==> config.mk <==
export PLATFORM = sky130hd
export DESIGN_NAME = amis_irq
export DESIGN_NICKNAME = d
export VERILOG_FILES = /design/src/inc/amis_pkg.sv /design/src/amis_irq.sv /design/src/amis_wait_timer.sv
export SDC_FILE = /design/constraint.sdc
export NUM_CORES = 1
export LEC_CHECK = 0
export BUFFER_PORTS_ARGS = -buffer_cell sky130_fd_sc_hd__buf_2
export CAP_MARGIN = 30
export CELL_PAD_IN_SITES_DETAIL_PLACEMENT = 0
export CELL_PAD_IN_SITES_GLOBAL_PLACEMENT = 1
export CORE_MARGIN = 10
export CORE_UTILIZATION = 23
export CTS_CLUSTER_DIAMETER = 80
export DETAILED_ROUTE_END_ITERATION = 10
export GPL_TIMING_DRIVEN = 0
export PLACE_DENSITY = 0.58
export SYNTH_ARGS = -nofsm -noshare
export SYNTH_HDL_FRONTEND = slang
export SYNTH_SLANG_ARGS = --single-unit
==> constraint.sdc <==
create_clock -name clk -period 4.8 [get_ports clk]
set_clock_uncertainty 0.05 [all_clocks]
set_input_delay 0.48 -clock clk [delete_from_list [all_inputs] [get_ports clk]]
set_output_delay 0.48 -clock clk [all_outputs]
set_load 0.02 [all_outputs]
==> src/inc/amis_pkg.sv <==
// Constants of the wait-edge and timeout interrupt status block.
// Assumes a 32-bit classic Wishbone register bus and a 250 MHz clock.
package amis_pkg;

    localparam int DATA_W = 32;
    localparam int ADDR_W = 8;
    localparam int FLAG_W = 6;
    localparam int COUNT_W = 8;

    // Byte addresses of the register words
    localparam logic [ADDR_W-1:0] RAW_STATUS_ADDR = 8'h00;
    localparam logic [ADDR_W-1:0] MASKED_STATUS_ADDR = 8'h04;
    localparam logic [ADDR_W-1:0] ENABLE_SET_ADDR = 8'h08;
    localparam logic [ADDR_W-1:0] ENABLE_CLEAR_ADDR = 8'h0C;
    localparam logic [ADDR_W-1:0] WAIT_CFG_ADDR = 8'h10;
    localparam logic [ADDR_W-1:0] EVENT_STATUS_ADDR = 8'h14;
    localparam logic [ADDR_W-1:0] EVENT_MASK_ADDR = 8'h18;

    // Flag positions, shared by raw, masked, enable, event status and mask words
    localparam int WAIT5_BIT = 5;
    localparam int WAIT4_BIT = 4;
    localparam int WAIT3_BIT = 3;
    localparam int WAIT0_BIT = 2;
    localparam int TIMEOUT_BIT = 0;
    localparam logic [FLAG_W-1:0] FLAG_IMPL = 6'h3D;

    // Wait input lanes inside the four-bit wait port
    localparam int PIN5_LANE = 3;
    localparam int PIN4_LANE = 2;
    localparam int PIN3_LANE = 1;
    localparam int PIN0_LANE = 0;
    localparam int PIN_W = 4;

    // Reset values
    localparam logic [FLAG_W-1:0] FLAG_RESET = 6'h00;
    localparam logic [COUNT_W-1:0] WAIT_COUNT_RESET = 8'h80;
    localparam logic [DATA_W-1:0] UNMAPPED_READ = 32'h00000000;

endpackage : amis_pkg

==> src/amis_irq.sv <==
// Raw and masked interrupt status of the asynchronous memory port.
// Assumes a classic Wishbone master and wait pins from outside the clock domain.
//
// Added by the designer: the Wishbone register port and the placing of the registers.
`timescale 1ns/10ps
module amis_irq (
    input wire logic clk,
    input wire logic rst,
    input wire logic wb_cyc_i,
    input wire logic wb_stb_i,
    input wire logic wb_we_i,
    input wire logic [amis_pkg::ADDR_W-1:0] wb_adr_i,
    input wire logic [3:0] wb_sel_i,
    input wire logic [amis_pkg::DATA_W-1:0] wb_dat_i,
    output logic [amis_pkg::DATA_W-1:0] wb_dat_o,
    output logic wb_ack_o,
    input wire logic [amis_pkg::PIN_W-1:0] memory_wait_input,
    input wire logic ext_wait_stall,
    output logic irq_pulse,
    output logic irq_level
);

    localparam int FW = amis_pkg::FLAG_W;
    localparam int DW = amis_pkg::DATA_W;
    localparam int CW = amis_pkg::COUNT_W;
    localparam int PW = amis_pkg::PIN_W;

    // Wait pin synchronisers
    logic [PW-1:0] wait_sync1_reg;
    logic [PW-1:0] wait_sync2_reg;
    logic [PW-1:0] wait_prev_reg;
    logic [PW-1:0] wait_rise;

    // Status and control state
    logic [FW-1:0] raw_reg;
    logic [FW-1:0] raw_next;
    logic [FW-1:0] masked_reg;
    logic [FW-1:0] masked_next;
    logic [FW-1:0] enable_reg;
    logic [FW-1:0] enable_next;
    logic [CW-1:0] max_ext_wait_count_reg;
    logic [CW-1:0] max_ext_wait_count_next;
    logic [FW-1:0] event_status_reg;
    logic [FW-1:0] event_status_next;
    logic [FW-1:0] event_mask_reg;
    logic [FW-1:0] event_mask_next;
    logic irq_pulse_reg;
    logic irq_pulse_next;
    logic irq_level_reg;
    logic irq_level_next;

    // Bus slave state
    logic ack_reg;
    logic ack_next;
    logic [DW-1:0] rdata_reg;
    logic [DW-1:0] rdata_next;

    // Decode and events
    logic req;
    logic wr;
    logic rd;
    logic [FW-1:0] wr_flags;
    logic [FW-1:0] clear_flags;
    logic [FW-1:0] events;
    logic [FW-1:0] new_masked;
    logic timeout_event;

    // Pin synchroniser; the first stage feeds only the second
    always_ff @(posedge clk)
    begin
        if (rst)
        begin
            wait_sync1_reg <= '0;
            wait_sync2_reg <= '0;
            wait_prev_reg <= '0;
        end
        else
        begin
            wait_sync1_reg <= memory_wait_input;
            wait_sync2_reg <= wait_sync1_reg;
            wait_prev_reg <= wait_sync2_reg;
        end
    end

    // Rising edge from the last two synchronised samples
    genvar g;
    generate
        for (g = 0; g < PW; g = g + 1)
        begin : gen_rise
            assign wait_rise[g] = wait_sync2_reg[g] & ~wait_prev_reg[g];
        end
    endgenerate

    amis_wait_timer #(
        .COUNT_W(CW)
    ) u_wait_timer (
        .clk(clk),
        .rst(rst),
        .stall(ext_wait_stall),
        .limit(max_ext_wait_count_reg),
        .expire(timeout_event)
    );

    // Event vector in flag layout; bit 1 has no source
    always_comb
    begin
        events = '0;
        events[amis_pkg::WAIT5_BIT] = wait_rise[amis_pkg::PIN5_LANE];
        events[amis_pkg::WAIT4_BIT] = wait_rise[amis_pkg::PIN4_LANE];
        events[amis_pkg::WAIT3_BIT] = wait_rise[amis_pkg::PIN3_LANE];
        events[amis_pkg::WAIT0_BIT] = wait_rise[amis_pkg::PIN0_LANE];
        events[amis_pkg::TIMEOUT_BIT] = timeout_event;
    end

    // Bus decode: a request is acted on in the cycle before its ack
    assign req = wb_cyc_i & wb_stb_i & ~ack_reg;
    assign wr = req & wb_we_i;
    assign rd = req & ~wb_we_i;
    // Flags live in byte lane 0 only; other lanes carry nothing to write
    assign wr_flags = wb_sel_i[0] ? wb_dat_i[FW-1:0] & amis_pkg::FLAG_IMPL : '0;

    // Write-one clears from either status word
    always_comb
    begin
        clear_flags = '0;
        if (wr && (wb_adr_i == amis_pkg::RAW_STATUS_ADDR ||
                   wb_adr_i == amis_pkg::MASKED_STATUS_ADDR))
        begin
            clear_flags = wr_flags;
        end
    end

    // Enables and timeout count
    always_comb
    begin
        enable_next = enable_reg;
        max_ext_wait_count_next = max_ext_wait_count_reg;
        event_mask_next = event_mask_reg;
        if (wr)
        begin
            case (wb_adr_i)
                amis_pkg::ENABLE_SET_ADDR:
                begin
                    enable_next = enable_reg | wr_flags;
                end
                amis_pkg::ENABLE_CLEAR_ADDR:
                begin
                    enable_next = enable_reg & ~wr_flags;
                end
                amis_pkg::WAIT_CFG_ADDR:
                begin
                    if (wb_sel_i[0])
                    begin
                        max_ext_wait_count_next = wb_dat_i[CW-1:0];
                    end
                end
                amis_pkg::EVENT_MASK_ADDR:
                begin
                    event_mask_next = wr_flags;
                end
                default:
                begin
                    enable_next = enable_reg;
                end
            endcase
        end
    end

    // Raw and masked flags; an event beats a clear in the same cycle
    always_comb
    begin
        raw_next = ((raw_reg & ~clear_flags) | events) & amis_pkg::FLAG_IMPL;
        new_masked = events & enable_reg;
        // Disabling a source drops its masked copy so it reads 0
        masked_next = ((masked_reg & ~clear_flags) | new_masked) & enable_next;
        irq_pulse_next = |(new_masked & ~masked_reg);
    end

    // Sticky event status, cleared by reading it; a new event still lands
    always_comb
    begin
        event_status_next = event_status_reg;
        if (rd && wb_adr_i == amis_pkg::EVENT_STATUS_ADDR)
        begin
            event_status_next = '0;
        end
        event_status_next = event_status_next | events;
        irq_level_next = |(event_status_next & event_mask_next);
    end

    // Read data and ack, both registered
    always_comb
    begin
        ack_next = req;
        rdata_next = amis_pkg::UNMAPPED_READ;
        if (rd)
        begin
            case (wb_adr_i)
                amis_pkg::RAW_STATUS_ADDR:
                begin
                    rdata_next[FW-1:0] = raw_reg;
                end
                amis_pkg::MASKED_STATUS_ADDR:
                begin
                    rdata_next[FW-1:0] = masked_reg & enable_reg;
                end
                amis_pkg::ENABLE_SET_ADDR,
                amis_pkg::ENABLE_CLEAR_ADDR:
                begin
                    rdata_next[FW-1:0] = enable_reg;
                end
                amis_pkg::WAIT_CFG_ADDR:
                begin
                    rdata_next[CW-1:0] = max_ext_wait_count_reg;
                end
                amis_pkg::EVENT_STATUS_ADDR:
                begin
                    rdata_next[FW-1:0] = event_status_reg;
                end
                amis_pkg::EVENT_MASK_ADDR:
                begin
                    rdata_next[FW-1:0] = event_mask_reg;
                end
                default:
                begin
                    // Unmapped words still ack, reading zero
                    rdata_next = amis_pkg::UNMAPPED_READ;
                end
            endcase
        end
    end

    // Flag registers
    always_ff @(posedge clk)
    begin
        if (rst)
        begin
            raw_reg <= amis_pkg::FLAG_RESET;
            masked_reg <= amis_pkg::FLAG_RESET;
            irq_pulse_reg <= 1'b0;
        end
        else
        begin
            raw_reg <= raw_next;
            masked_reg <= masked_next;
            irq_pulse_reg <= irq_pulse_next;
        end
    end

    // Control registers
    always_ff @(posedge clk)
    begin
        if (rst)
        begin
            enable_reg <= amis_pkg::FLAG_RESET;
            max_ext_wait_count_reg <= amis_pkg::WAIT_COUNT_RESET;
            event_mask_reg <= amis_pkg::FLAG_RESET;
        end
        else
        begin
            enable_reg <= enable_next;
            max_ext_wait_count_reg <= max_ext_wait_count_next;
            event_mask_reg <= event_mask_next;
        end
    end

    // Sticky status and level output
    always_ff @(posedge clk)
    begin
        if (rst)
        begin
            event_status_reg <= amis_pkg::FLAG_RESET;
            irq_level_reg <= 1'b0;
        end
        else
        begin
            event_status_reg <= event_status_next;
            irq_level_reg <= irq_level_next;
        end
    end

    // Bus slave registers; data is zero whenever ack is low
    always_ff @(posedge clk)
    begin
        if (rst)
        begin
            ack_reg <= 1'b0;
            rdata_reg <= amis_pkg::UNMAPPED_READ;
        end
        else
        begin
            ack_reg <= ack_next;
            rdata_reg <= rdata_next;
        end
    end

    assign wb_ack_o = ack_reg;
    assign wb_dat_o = rdata_reg;
    assign irq_pulse = irq_pulse_reg;
    assign irq_level = irq_level_reg;

endmodule : amis_irq

==> src/amis_wait_timer.sv <==
// Extended-wait timeout counter.
// Assumes the stall input comes from the access sequencer on the same clock.
`timescale 1ns/10ps
module amis_wait_timer #(
    parameter int COUNT_W = amis_pkg::COUNT_W
) (
    input wire logic clk,
    input wire logic rst,
    input wire logic stall,
    input wire logic [COUNT_W-1:0] limit,
    output logic expire
);

    logic [COUNT_W-1:0] count_reg;
    logic [COUNT_W-1:0] count_next;
    logic fired_reg;
    logic fired_next;
    logic expire_reg;
    logic expire_next;

    always_comb
    begin
        count_next = count_reg;
        fired_next = fired_reg;
        expire_next = 1'b0;
        if (!stall)
        begin
            count_next = '0;
            fired_next = 1'b0;
        end
        else if (!fired_reg)
        begin
            // One flag per stall, however long the wait input stays stuck
            if (count_reg >= limit)
            begin
                expire_next = 1'b1;
                fired_next = 1'b1;
            end
            else
            begin
                count_next = count_reg + 1'b1;
            end
        end
    end

    always_ff @(posedge clk)
    begin
        if (rst)
        begin
            count_reg <= '0;
            fired_reg <= 1'b0;
            expire_reg <= 1'b0;
        end
        else
        begin
            count_reg <= count_next;
            fired_reg <= fired_next;
            expire_reg <= expire_next;
        end
    end

    assign expire = expire_reg;

endmodule : amis_wait_timer

==> results of run 1 <==
==> placed cells by master (no fill, tap or decap), types with 7 or more instances in the layout <==
| cell | synthesis | layout |
|---|---|---|
| sky130_fd_sc_hd__a21o_1 | 7 | 7 |
| sky130_fd_sc_hd__a21oi_1 | 25 | 25 |
| sky130_fd_sc_hd__buf_2 | 1 | 38 |
| sky130_fd_sc_hd__buf_4 | 24 | 24 |
| sky130_fd_sc_hd__clkbuf_1 | 7 | 7 |
| sky130_fd_sc_hd__clkbuf_16 | 0 | 9 |
| sky130_fd_sc_hd__conb_1 | 1 | 24 |
| sky130_fd_sc_hd__dfxtp_1 | 68 | 68 |
| sky130_fd_sc_hd__ha_1 | 9 | 9 |
| sky130_fd_sc_hd__inv_1 | 11 | 11 |
| sky130_fd_sc_hd__mux2i_1 | 12 | 12 |
| sky130_fd_sc_hd__nand2_1 | 35 | 35 |
| sky130_fd_sc_hd__nor2_1 | 39 | 39 |
| sky130_fd_sc_hd__nor2b_1 | 23 | 23 |
| sky130_fd_sc_hd__nor3_1 | 9 | 9 |
==> path summary, 6_finish.rpt <==
path | to | slack (ps) | depth (start not counted)
worst max-delay path | u_wait_timer.count_reg[6] | 2180 | 9
worst min-delay path | wait_sync1_reg[1] | 310 | 2
worst max register to register | u_wait_timer.count_reg[6] | 2180 | 9
worst min register to register | u_wait_timer.expire | 380 | 1
==> cell families after synthesis <==
| logic type | count (synthesis) |
|---|---|
| flops | 68 |
| buf+inv | 46 |
| mux | 12 |
| xor+xnor | 2 |
| other cells | 1 |
| simple gates | 144 |
| compound gates | 67 |
| fa+ha+maj | 9 |
==> cells in the mapped netlist, types with 2 or more instances <==
master | count | share of area [%]
sky130_fd_sc_hd__dfxtp_1 | 68 | 44
sky130_fd_sc_hd__nor2_1 | 39 | 4.8
sky130_fd_sc_hd__nand2_1 | 35 | 4.3
sky130_fd_sc_hd__a21oi_1 | 25 | 4.1
sky130_fd_sc_hd__buf_4 | 24 | 5.9
sky130_fd_sc_hd__nor2b_1 | 23 | 4.7
sky130_fd_sc_hd__mux2i_1 | 12 | 3.9
sky130_fd_sc_hd__inv_1 | 11 | 1.3
sky130_fd_sc_hd__ha_1 | 9 | 3.7
sky130_fd_sc_hd__nor3_1 | 9 | 1.5
sky130_fd_sc_hd__a21o_1 | 7 | 1.7
sky130_fd_sc_hd__clkbuf_1 | 7 | 0.86
sky130_fd_sc_hd__a222oi_1 | 6 | 2.0
sky130_fd_sc_hd__and2_1 | 6 | 1.2
sky130_fd_sc_hd__nand3_1 | 6 | 0.98
sky130_fd_sc_hd__a22o_1 | 5 | 1.4
sky130_fd_sc_hd__and3_1 | 5 | 1.0
sky130_fd_sc_hd__o21ai_0 | 5 | 0.81
sky130_fd_sc_hd__or3_1 | 5 | 1.0
sky130_fd_sc_hd__a211oi_1 | 4 | 0.98
sky130_fd_sc_hd__o22ai_1 | 3 | 0.61
sky130_fd_sc_hd__buf_1 | 2 | 0.24
sky130_fd_sc_hd__nand4b_1 | 2 | 0.57
sky130_fd_sc_hd__nor4_1 | 2 | 0.41
==> per-layer routing <==
layer | vias to the layer above | track usage, % | routed length (um)
li1 | 1322 | - | -
met1 | 1229 | 11.31 | 3932
met2 | 60 | 15.39 | 3991
met3 | 12 | 2.745 | 552
met4 | 2 | 4.426 | 153
met5 | - | 0 | 13
==> worst register-to-register path, stage by stage, from the launching register on <==
cell and delay, ps:
sky130_fd_sc_hd__dfxtp_1 360, sky130_fd_sc_hd__inv_1 60, sky130_fd_sc_hd__ha_1 300, sky130_fd_sc_hd__nor2b_1 130, sky130_fd_sc_hd__o211a_1 200, sky130_fd_sc_hd__o311ai_1 440, sky130_fd_sc_hd__nand2_1 180, sky130_fd_sc_hd__clkbuf_1 260
sky130_fd_sc_hd__o311ai_0 390, sky130_fd_sc_hd__o41ai_1 140
==> power breakdown <==
part	switching, mW	internal [mW]
logic	0.0565	0.0365
clock network	0.261	0.404
registers	0.00386	0.573
==> final cells by class <==
cell class,count,area (um^2)
inverter,11,41.29
multi-input combinational,258,1533
sequential,68,1361
fill,1446,9325
tap,176,220.2
buffer,35,224.0
clock inverter,7,75.07
clock buffer,9,225.2
timing repair buffer,37,185.2
==> per-stage QoR <==
step                total power, mW  cell area (um^2)
global placement             0.6815              3565
finish                        1.336              3865
floorplan                    0.6511              3159
detailed placement           0.6822              3565
global route                  1.387              3865
CTS                           1.354              3865
==> results.ini, run 1 <==
[status]
status = finished, final reports clean

[setup_path]
cp_top_family = compound AO/OA/AOI/OAI gates
critical_path.max_stage_delay_ps = 440
cp_data_required_time_ps = 4950
r2r_start = max_ext_wait_count_reg[1]
cp_data_arrival_time_ps = 2770
cp.buffers_inverters = 2
timing.critical_path.slowest_stage_cell = sky130_fd_sc_hd__o311ai_1
path_cells = inv_1, ha_1, nor2b_1, o211a_1, o311ai_1, nand2_1, clkbuf_1, o311ai_0, o41ai_1
cp-startpoint = max_ext_wait_count_reg[1]
timing.critical_path.from_type = flip-flop
classification_of_the_worst_setup_path = flip-flop to flip-flop
critical_path.endpoint_type = flip-flop
worstPathMaxFanout = 10

[cts]
cts-resized-gates = 0
postCtsSetupRepairBufs = 0
h_tree_depth_reported_by_cts = 3
clock_sinks = 68
clock-root-buffer = sky130_fd_sc_hd__clkbuf_16
cts_inserted_buffers = 9
clk_path_buf_depth = 2
clock_latency_ps = 330
cts_tree = done
clkSlewWorstSetupHoldPaths_ps = 60
hold_buffers = 0

[grt]
grt_first_pass_wirelength_um = 13700
grt.overflow.total = 0
grt_max_degree = 14
grt_antenna_before_repair = 1
gr_usage_total_pct = 9.498
first_global_vias = 2638

[timing]
timing_hold_violations_final = 0
fin_crit_ps = 2620
fin_setup_tns_ps = 0
slew-limit-headroom_pct = 35.13
rsz_0062_raised_after_global_routing = no
layout_setup_ws_ps = 2180
worst_hold_slack_ps = 307.4
worst_pin_slew_ps = 964.2
max_freq_ghz = 0.3816
report.final.setup_viol = 0
timing.final.max_slew_violations = 0
share_of_the_clock_period_used_by_the_worst_path_after_layout_pct = 54.59

[layout]
finish.utilization_pct = 29.30
layout-drive-gt1-share_pct = 20.47
area_delta_synth_final_pct = 25.77
antennaDiodeCount = 0
finish.net_count = 483
final-instance-count-excl-fill = 601

[drt]
drt_iter0_drc = 149
dr_total_vias = 2625
tritonroute_pass_1_iters = 4
total_drc_errors_in_the_routed_layout = 0
final_antenna_net_count = 0
totalWireLength_um = 8643
viasPerCell = 4.368
wire_per_inst_um = 14.38

[logic_synthesis]
postSynth.asyncResetShare_pct = 0
yosysWarningCount = 0
synth_mux_area_share_pct = 3.909
complex_gate_fraction_of_the_synthesized_area_pct = 14.90
number_of_flops_mapped_to_enable_cells_by_yosys = 0
post_synthesis_register_bit_count = 68
post_synth.cell_area_avg_um2 = 8.805
synth-main-ff-cell = sky130_fd_sc_hd__dfxtp_1
synthesis.area_um2 = 3073
synth_adder_area_share_pct = 3.664
synthCells = 349
synth_xor_area_share_pct = 0.5700
post_synth_and_or_nand_nor_area_fraction_pct = 23.90
yosys.cell_types.count = 53
ys_seq_area_share_pct = 44.30
combinational_family_with_the_most_area_after_synthesis = simple AND/OR/NAND/NOR gates

[flow_run]
drv.max_cap_violation_count = 0

[floorplanning]
start_util_pct = 23.30
width_of_the_die_um = 135.6
top_level_ports = 89
std_cell_rows = 42
chipHeight_um = 135.6
placeable_core_region_um2 = 13190
die_area_um2 = 18380

[min_path]
hold_path.class = input port to flip-flop
hp-start = memory_wait_input[1]

[power]
total_leakage_power_nw = 1.616
power-per-cell-area_nw_per_um2 = 345.6
ir_drop_mv = 0.1772

[placement]
portBuffers = 37
place_worst_setup_slack_ps = 1846
gp_routability_congestion = 0.7856
hpwl_um = 6717
dp_cells = 585

Note: power is estimated with default switching activity, not from simulation.
==> run 2, diff against run 1 <==
- PLACE_DENSITY: 0.58 -> 0.6
- clock period: 4.8 -> 2.2 ns (I/O delays scaled with it)
==> run 2 against run 1 <==
Fmax grew 23%. First-iteration DRC count shrank 13%. Clock power grew 120%.
==> results.ini, run 2 (same netlist as run 1, synthesis figures left out) <==
[layout]
finish.net_count = 493
final_cell_area_um2 = 4081
layout-drive-gt1-share_pct = 28.74
multiInputGateArea_um2 = 1644
final.fill_count = 1364
highest_count_cells_in_the_layout_ignoring_fill_and_taps = sky130_fd_sc_hd__dfxtp_1, sky130_fd_sc_hd__nor2_1, sky130_fd_sc_hd__buf_2, sky130_fd_sc_hd__nand2_1, sky130_fd_sc_hd__buf_4
area_delta_synth_final_pct = 32.82
final_common_cell = sky130_fd_sc_hd__dfxtp_1
seq_area_um2 = 1375
antennaDiodeCount = 0

[timing]
rsz_0062_raised_after_global_routing = yes
timing_hold_violations_final = 0
report.final.setup_viol = 0
fin_setup_tns_ps = 0
fin_crit_ps = 2132
timing.final.max_slew_violations = 0
slew-limit-headroom_pct = 36.26
share_of_the_clock_period_used_by_the_worst_path_after_layout_pct = 96.92
worst_pin_slew_ps = 947.4
max_freq_ghz = 0.4690

[placement]
gp_routability_congestion = 0.8129
hpwl_um = 6556
portBuffers = 37
placed_cell_area_um2 = 3573

[setup_path]
cp_data_arrival_time_ps = 2340
capturing_point_of_the_worst_reg2reg_path = u_wait_timer.count_reg[4]
timing.critical_path.from_type = flip-flop
classification_of_the_worst_setup_path = flip-flop to flip-flop
cp_data_required_time_ps = 2410
critical_path.endpoint_type = flip-flop
r2r_start = max_ext_wait_count_reg[6]
regToRegSetupSlack_ps = 70
worstPathMaxFanout = 5
worstRegToRegCells = 9
cp-startpoint = max_ext_wait_count_reg[6]

[cts]
cts_tree = done
cts_inserted_buffers = 9
clkSlewWorstSetupHoldPaths_ps = 60
clk_path_buf_depth = 2
clock_latency_ps = 330
clock_sinks = 68
h_tree_depth_reported_by_cts = 3
clock-root-buffer = sky130_fd_sc_hd__clkbuf_16

[power]
power-per-cell-area_nw_per_um2 = 715.9
total_leakage_power_nw = 1.693
ir_drop_mv = 0.3631

[min_path]
hold_end = wait_sync1_reg[1]
hold_path.class = input port to flip-flop
hp-start = memory_wait_input[1]
hold_path_depth = 2

[floorplanning]
std_cell_rows = 42
chipHeight_um = 135.6
die_area_um2 = 18380
start_util_pct = 23.30
placeable_core_region_um2 = 13190
top_level_ports = 89
width_of_the_die_um = 135.6

[drt]
dr_total_vias = 2653
total_drc_errors_in_the_routed_layout = 0
tritonroute_pass_1_iters = 4
wire_per_inst_um = 14.26
final_antenna_net_count = 0
drt_iter0_drc = 130
viasPerCell = 4.342
totalWireLength_um = 8710

[flow_run]
drv.max_cap_violation_count = 0

[grt]
gr_usage_total_pct = 9.376
first_global_vias = 2596
grt_max_degree = 14
grt_antenna_before_repair = 0
grt.overflow.total = 0
grt_first_pass_wirelength_um = 13530

[status]
status = finished, final reports clean

[run 2: cell types whose count changed in the layout (fill, tap and decap cells not counted), moves of 4 or more]
cell / before / now
sky130_fd_sc_hd__dfxtp_1: 68 / 57
sky130_fd_sc_hd__ha_4: 0 / 4
sky130_fd_sc_hd__ha_1: 9 / 5
sky130_fd_sc_hd__buf_4: 24 / 32
sky130_fd_sc_hd__dfxtp_2: 0 / 11
[run 2: power breakdown]
group,total (mW),switching [mW],internal [mW],leakage [nW]
Clock,1.45,0.571,0.882,0.142
Sequential,1.26,0.00830,1.25,0.556
Combinational,0.209,0.127,0.0823,0.995
[run 2: area by class of cell]
type,count,area share (%)
well taps,176,5.395
clock inverters,7,1.870
inverters,11,1.012
plain buffers,35,5.763
repair buffers,47,6.468
clock buffers,9,5.518
flip-flops and latches,68,33.69
multi-input cells,258,40.28
[run 2: worst max-delay path by stage]
stage / end / slack (ps)
after floorplan: u_wait_timer.count_reg[6] / 5
after global placement: max_ext_wait_count_reg[3] / -420
after detailed placement: max_ext_wait_count_reg[3] / -470
after CTS: u_wait_timer.count_reg[4] / 0.6
after global routing: u_wait_timer.count_reg[4] / -50
final: u_wait_timer.count_reg[4] / 70
[run 2: metrics by stage]
stage	worst slack, ps	hold WS [ps]	total power [mW]	utilization [%]	cells
final	67.73	46.25	2.922	30.94	611
after CTS	0.6342	37.92	2.954	30.00	607
after global placement	-424.4	363.9	1.487	27.09	585
after floorplan	5.025	298.2	1.421	-	372
after detailed placement	-473.4	370.2	1.489	27.09	585
after global routing	-48.60	47.19	3.038	30.94	611
[run 2: per-layer routing]
metal | global-route usage (%) | part of all wire (%) | vias up
met4 | 3.648 | 1.6 | 0
met1 | 11.23 | 46 | 1239
met3 | 3.561 | 6.8 | 12
met5 | 0 | 0 | -
li1 | - | - | 1337
met2 | 14.82 | 46 | 65
[run 2: repair_timing]
| action | CTS | global route |
|---|---|---|
| hold buffers | 0 | 0 |
| buffers inserted | 5 | 4 |
| setup endpoints to repair | 13 | 16 |
| pin swaps | 6 | 14 |
| gates resized for setup | 11 | 22 |
| cloned | 1 | 0 |
[run 2: worst max-delay path, cell delays in order (launching register included)]
cell and delay, ps:
sky130_fd_sc_hd__dfxtp_2 350, sky130_fd_sc_hd__inv_2 50, sky130_fd_sc_hd__ha_4 230, sky130_fd_sc_hd__and3_4 190
sky130_fd_sc_hd__a221o_1 350, sky130_fd_sc_hd__nor2_2 140, sky130_fd_sc_hd__nand2_2 110, sky130_fd_sc_hd__buf_8 150
sky130_fd_sc_hd__or3_1 340, sky130_fd_sc_hd__a21oi_1 110
==> run 3, diff against run 2 <==
- ABC_AREA: not set -> 1
- PLACE_DENSITY: 0.6 -> 0.61
==> run 3 against run 2 <==
Clock power down 8%. Flip-flop and latch count unchanged. Largest cell class unchanged. Final area up 0.40%. Fmax up 12%. Largest power group unchanged.
==> results.ini, run 3 <==
[status]
status = finished, final reports clean

[layout]
finish.utilization_pct = 29.18
layout-drive-gt1-share_pct = 17.19
highest_count_cells_in_the_layout_ignoring_fill_and_taps = sky130_fd_sc_hd__nand2_1, sky130_fd_sc_hd__dfxtp_1, sky130_fd_sc_hd__inv_1, sky130_fd_sc_hd__nor2_1, sky130_fd_sc_hd__a21oi_1
final_common_cell = sky130_fd_sc_hd__nand2_1
area_delta_synth_final_pct = 23.03
final-instance-count-excl-fill = 721
final_cell_area_um2 = 4098
antennaDiodeCount = 0
finish.net_count = 600

[logic_synthesis]
post_synthesis_register_bit_count = 68
synth_top_cell_by_area = sky130_fd_sc_hd__dfxtp_1
ys_seq_area_share_pct = 40.87
post_synth.cell_area_avg_um2 = 7.147
synthCells = 466
post_synth_most_frequent_cells = sky130_fd_sc_hd__nand2_1, sky130_fd_sc_hd__dfxtp_1, sky130_fd_sc_hd__inv_1, sky130_fd_sc_hd__nor2_1, sky130_fd_sc_hd__a21oi_1
netlist.area_leader.share_pct = 40.87
yosys.cell_types.count = 36
synth-main-ff-cell = sky130_fd_sc_hd__dfxtp_1
synthesis.area_um2 = 3331
yosysMostFrequentCell = sky130_fd_sc_hd__nand2_1
postSynth.asyncResetShare_pct = 0
number_of_flops_mapped_to_enable_cells_by_yosys = 0
netlist_top_cells_area = sky130_fd_sc_hd__dfxtp_1, sky130_fd_sc_hd__nand2_1, sky130_fd_sc_hd__inv_1, sky130_fd_sc_hd__a21oi_1, sky130_fd_sc_hd__buf_4
yosysWarningCount = 0

[timing]
timing_hold_violations_final = 0
worst_pin_slew_ps = 643.1
timing.final.max_slew_violations = 0
fin_crit_ps = 1909
worst_hold_slack_ps = 40.40
max_freq_ghz = 0.5237
rsz_0062_raised_after_global_routing = no
layout_setup_ws_ps = 290.6
slew-limit-headroom_pct = 56.80
share_of_the_clock_period_used_by_the_worst_path_after_layout_pct = 86.79
report.final.setup_viol = 0
fin_setup_tns_ps = 0

[floorplanning]
std_cell_rows = 43
chipHeight_um = 140.3
top_level_ports = 89
placeable_core_region_um2 = 14040
die_area_um2 = 19700
width_of_the_die_um = 140.3
start_util_pct = 23.72

[setup_path]
worstPathMaxFanout = 9
cp_data_arrival_time_ps = 2090
cp.depth = 10
classification_of_the_worst_setup_path = flip-flop to flip-flop
timing.critical_path.slowest_stage_cell = sky130_fd_sc_hd__dfxtp_1
critical_path.max_stage_delay_ps = 340
endpoint = u_wait_timer.count_reg[5]
cp-startpoint = max_ext_wait_count_reg[3]
regToRegSetupSlack_ps = 290
cp_data_required_time_ps = 2380
worstRegToRegCells = 10
cp.buffers_inverters = 2
path_cells = inv_1, ha_1, a21oi_1, nand3_1, nand2_1, nand3_2, nand2_1, nand2_1, nand2_1, inv_1
critical_path.most_common_cell = sky130_fd_sc_hd__nand2_1
critical_path.endpoint_type = flip-flop
capturing_point_of_the_worst_reg2reg_path = u_wait_timer.count_reg[5]
r2r_start = max_ext_wait_count_reg[3]
timing.critical_path.from_type = flip-flop
cp_top_family = simple AND/OR/NAND/NOR gates

[power]
power-per-cell-area_nw_per_um2 = 681.4
total_leakage_power_nw = 1.888
tot_pwr_mw = 2.792
ir_drop_mv = 0.3360

[cts]
clock-root-buffer = sky130_fd_sc_hd__clkbuf_16
postCtsSetupRepairBufs = 0
clkSlewWorstSetupHoldPaths_ps = 50
cts_tree = done
h_tree_depth_reported_by_cts = 3
clock_sinks = 68
hold_buffers = 0
cts_inserted_buffers = 9
clock_latency_ps = 330
clk_path_buf_depth = 2
cts-resized-gates = 0

[grt]
first_global_vias = 3026
grt_antenna_before_repair = 0
gr_usage_total_pct = 9.765
grt_max_degree = 11
grt.overflow.total = 0
grt_first_pass_wirelength_um = 15470

[placement]
hpwl_um = 7334
place_worst_setup_slack_ps = 304.7
dp_cells = 706
placed_cell_area_um2 = 3827
gp_routability_congestion = 0.7915
portBuffers = 37

[drt]
tritonroute_pass_1_iters = 4
final_antenna_net_count = 0
total_drc_errors_in_the_routed_layout = 0
drt_iter0_drc = 247
wire_per_inst_um = 12.89
dr_total_vias = 3058
viasPerCell = 4.241
totalWireLength_um = 9295

[flow_run]
drv.max_cap_violation_count = 0

[min_path]
hold_path.class = input port to flip-flop

==> run 3: cell types whose count changed after synthesis, moves of 10 or more <==
cell,delta
sky130_fd_sc_hd__nand2_1,+88
sky130_fd_sc_hd__a21oi_1,+14
sky130_fd_sc_hd__nand3_1,+15
sky130_fd_sc_hd__inv_1,+51
sky130_fd_sc_hd__nand4_1,+10
sky130_fd_sc_hd__mux2i_1,-12
sky130_fd_sc_hd__nor2b_1,-23
==> run 3: cells by family (layout without fill, tap and decap cells) <==
family                     Yosys count  after routing  share of synthesized area [%]
and+or+nand+nor                    223            223                          29.26
buffers and inverters               97            149                          14.16
AOI/OAI and AO/OA                   64             64                          11.16
xor gates and xnor gates             4              4                          1.052
other                                1             24                         0.1126
adders and majority gates            9              9                          3.381
DFF                                 68             68                          40.87
==> run 3: worst reg2reg max path: stages (launching register included) <==
cell	delay, ps
sky130_fd_sc_hd__dfxtp_1	340
sky130_fd_sc_hd__inv_1	50
sky130_fd_sc_hd__ha_1	310
sky130_fd_sc_hd__a21oi_1	150
sky130_fd_sc_hd__nand3_1	80
sky130_fd_sc_hd__nand2_1	270
sky130_fd_sc_hd__nand3_2	260
sky130_fd_sc_hd__nand2_1	140
sky130_fd_sc_hd__nand2_1	60
sky130_fd_sc_hd__nand2_1	60
sky130_fd_sc_hd__inv_1	30
==> run 3: per-layer routing <==
metal | track usage, % | part of all wire (%) | up-vias
li1 | - | - | 1586
met1 | 12.18 | 47 | 1377
met2 | 15.00 | 44 | 78
met3 | 3.381 | 7.0 | 17
met4 | 3.859 | 1.9 | 0
met5 | 0 | 0 | -
==> run 3: worst min-delay path by stage <==
stage,from,to,cells after the start
after detailed placement,wait_sync1_reg[1],wait_sync2_reg[1],2
after CTS,memory_wait_input[2],wait_sync1_reg[2],3
after global routing,memory_wait_input[1],wait_sync1_reg[1],3
final,memory_wait_input[2],wait_sync1_reg[2],3
after global placement,wait_sync1_reg[2],wait_sync2_reg[2],2
after floorplan,memory_wait_input[0],wait_sync1_reg[0],2
==> run 3: layout make-up <==
cell class                      instances  area [um^2]
Buffer                                 33        231.5
Clock buffer                           13        260.3
Clock inverter                          2        10.01
Fill cell                            1552         9945
Inverter                               64        240.2
Multi-Input combinational cell        324         1584
Sequential cell                        68         1361
Tap cell                              180        225.2
Timing Repair Buffer                   37        185.2
==> run 3: where the power goes <==
group,switching [mW],total [mW],internal (mW)
Sequential,0.00872,1.26,1.25
Clock,0.511,1.33,0.814
Combinational,0.133,0.206,0.0732
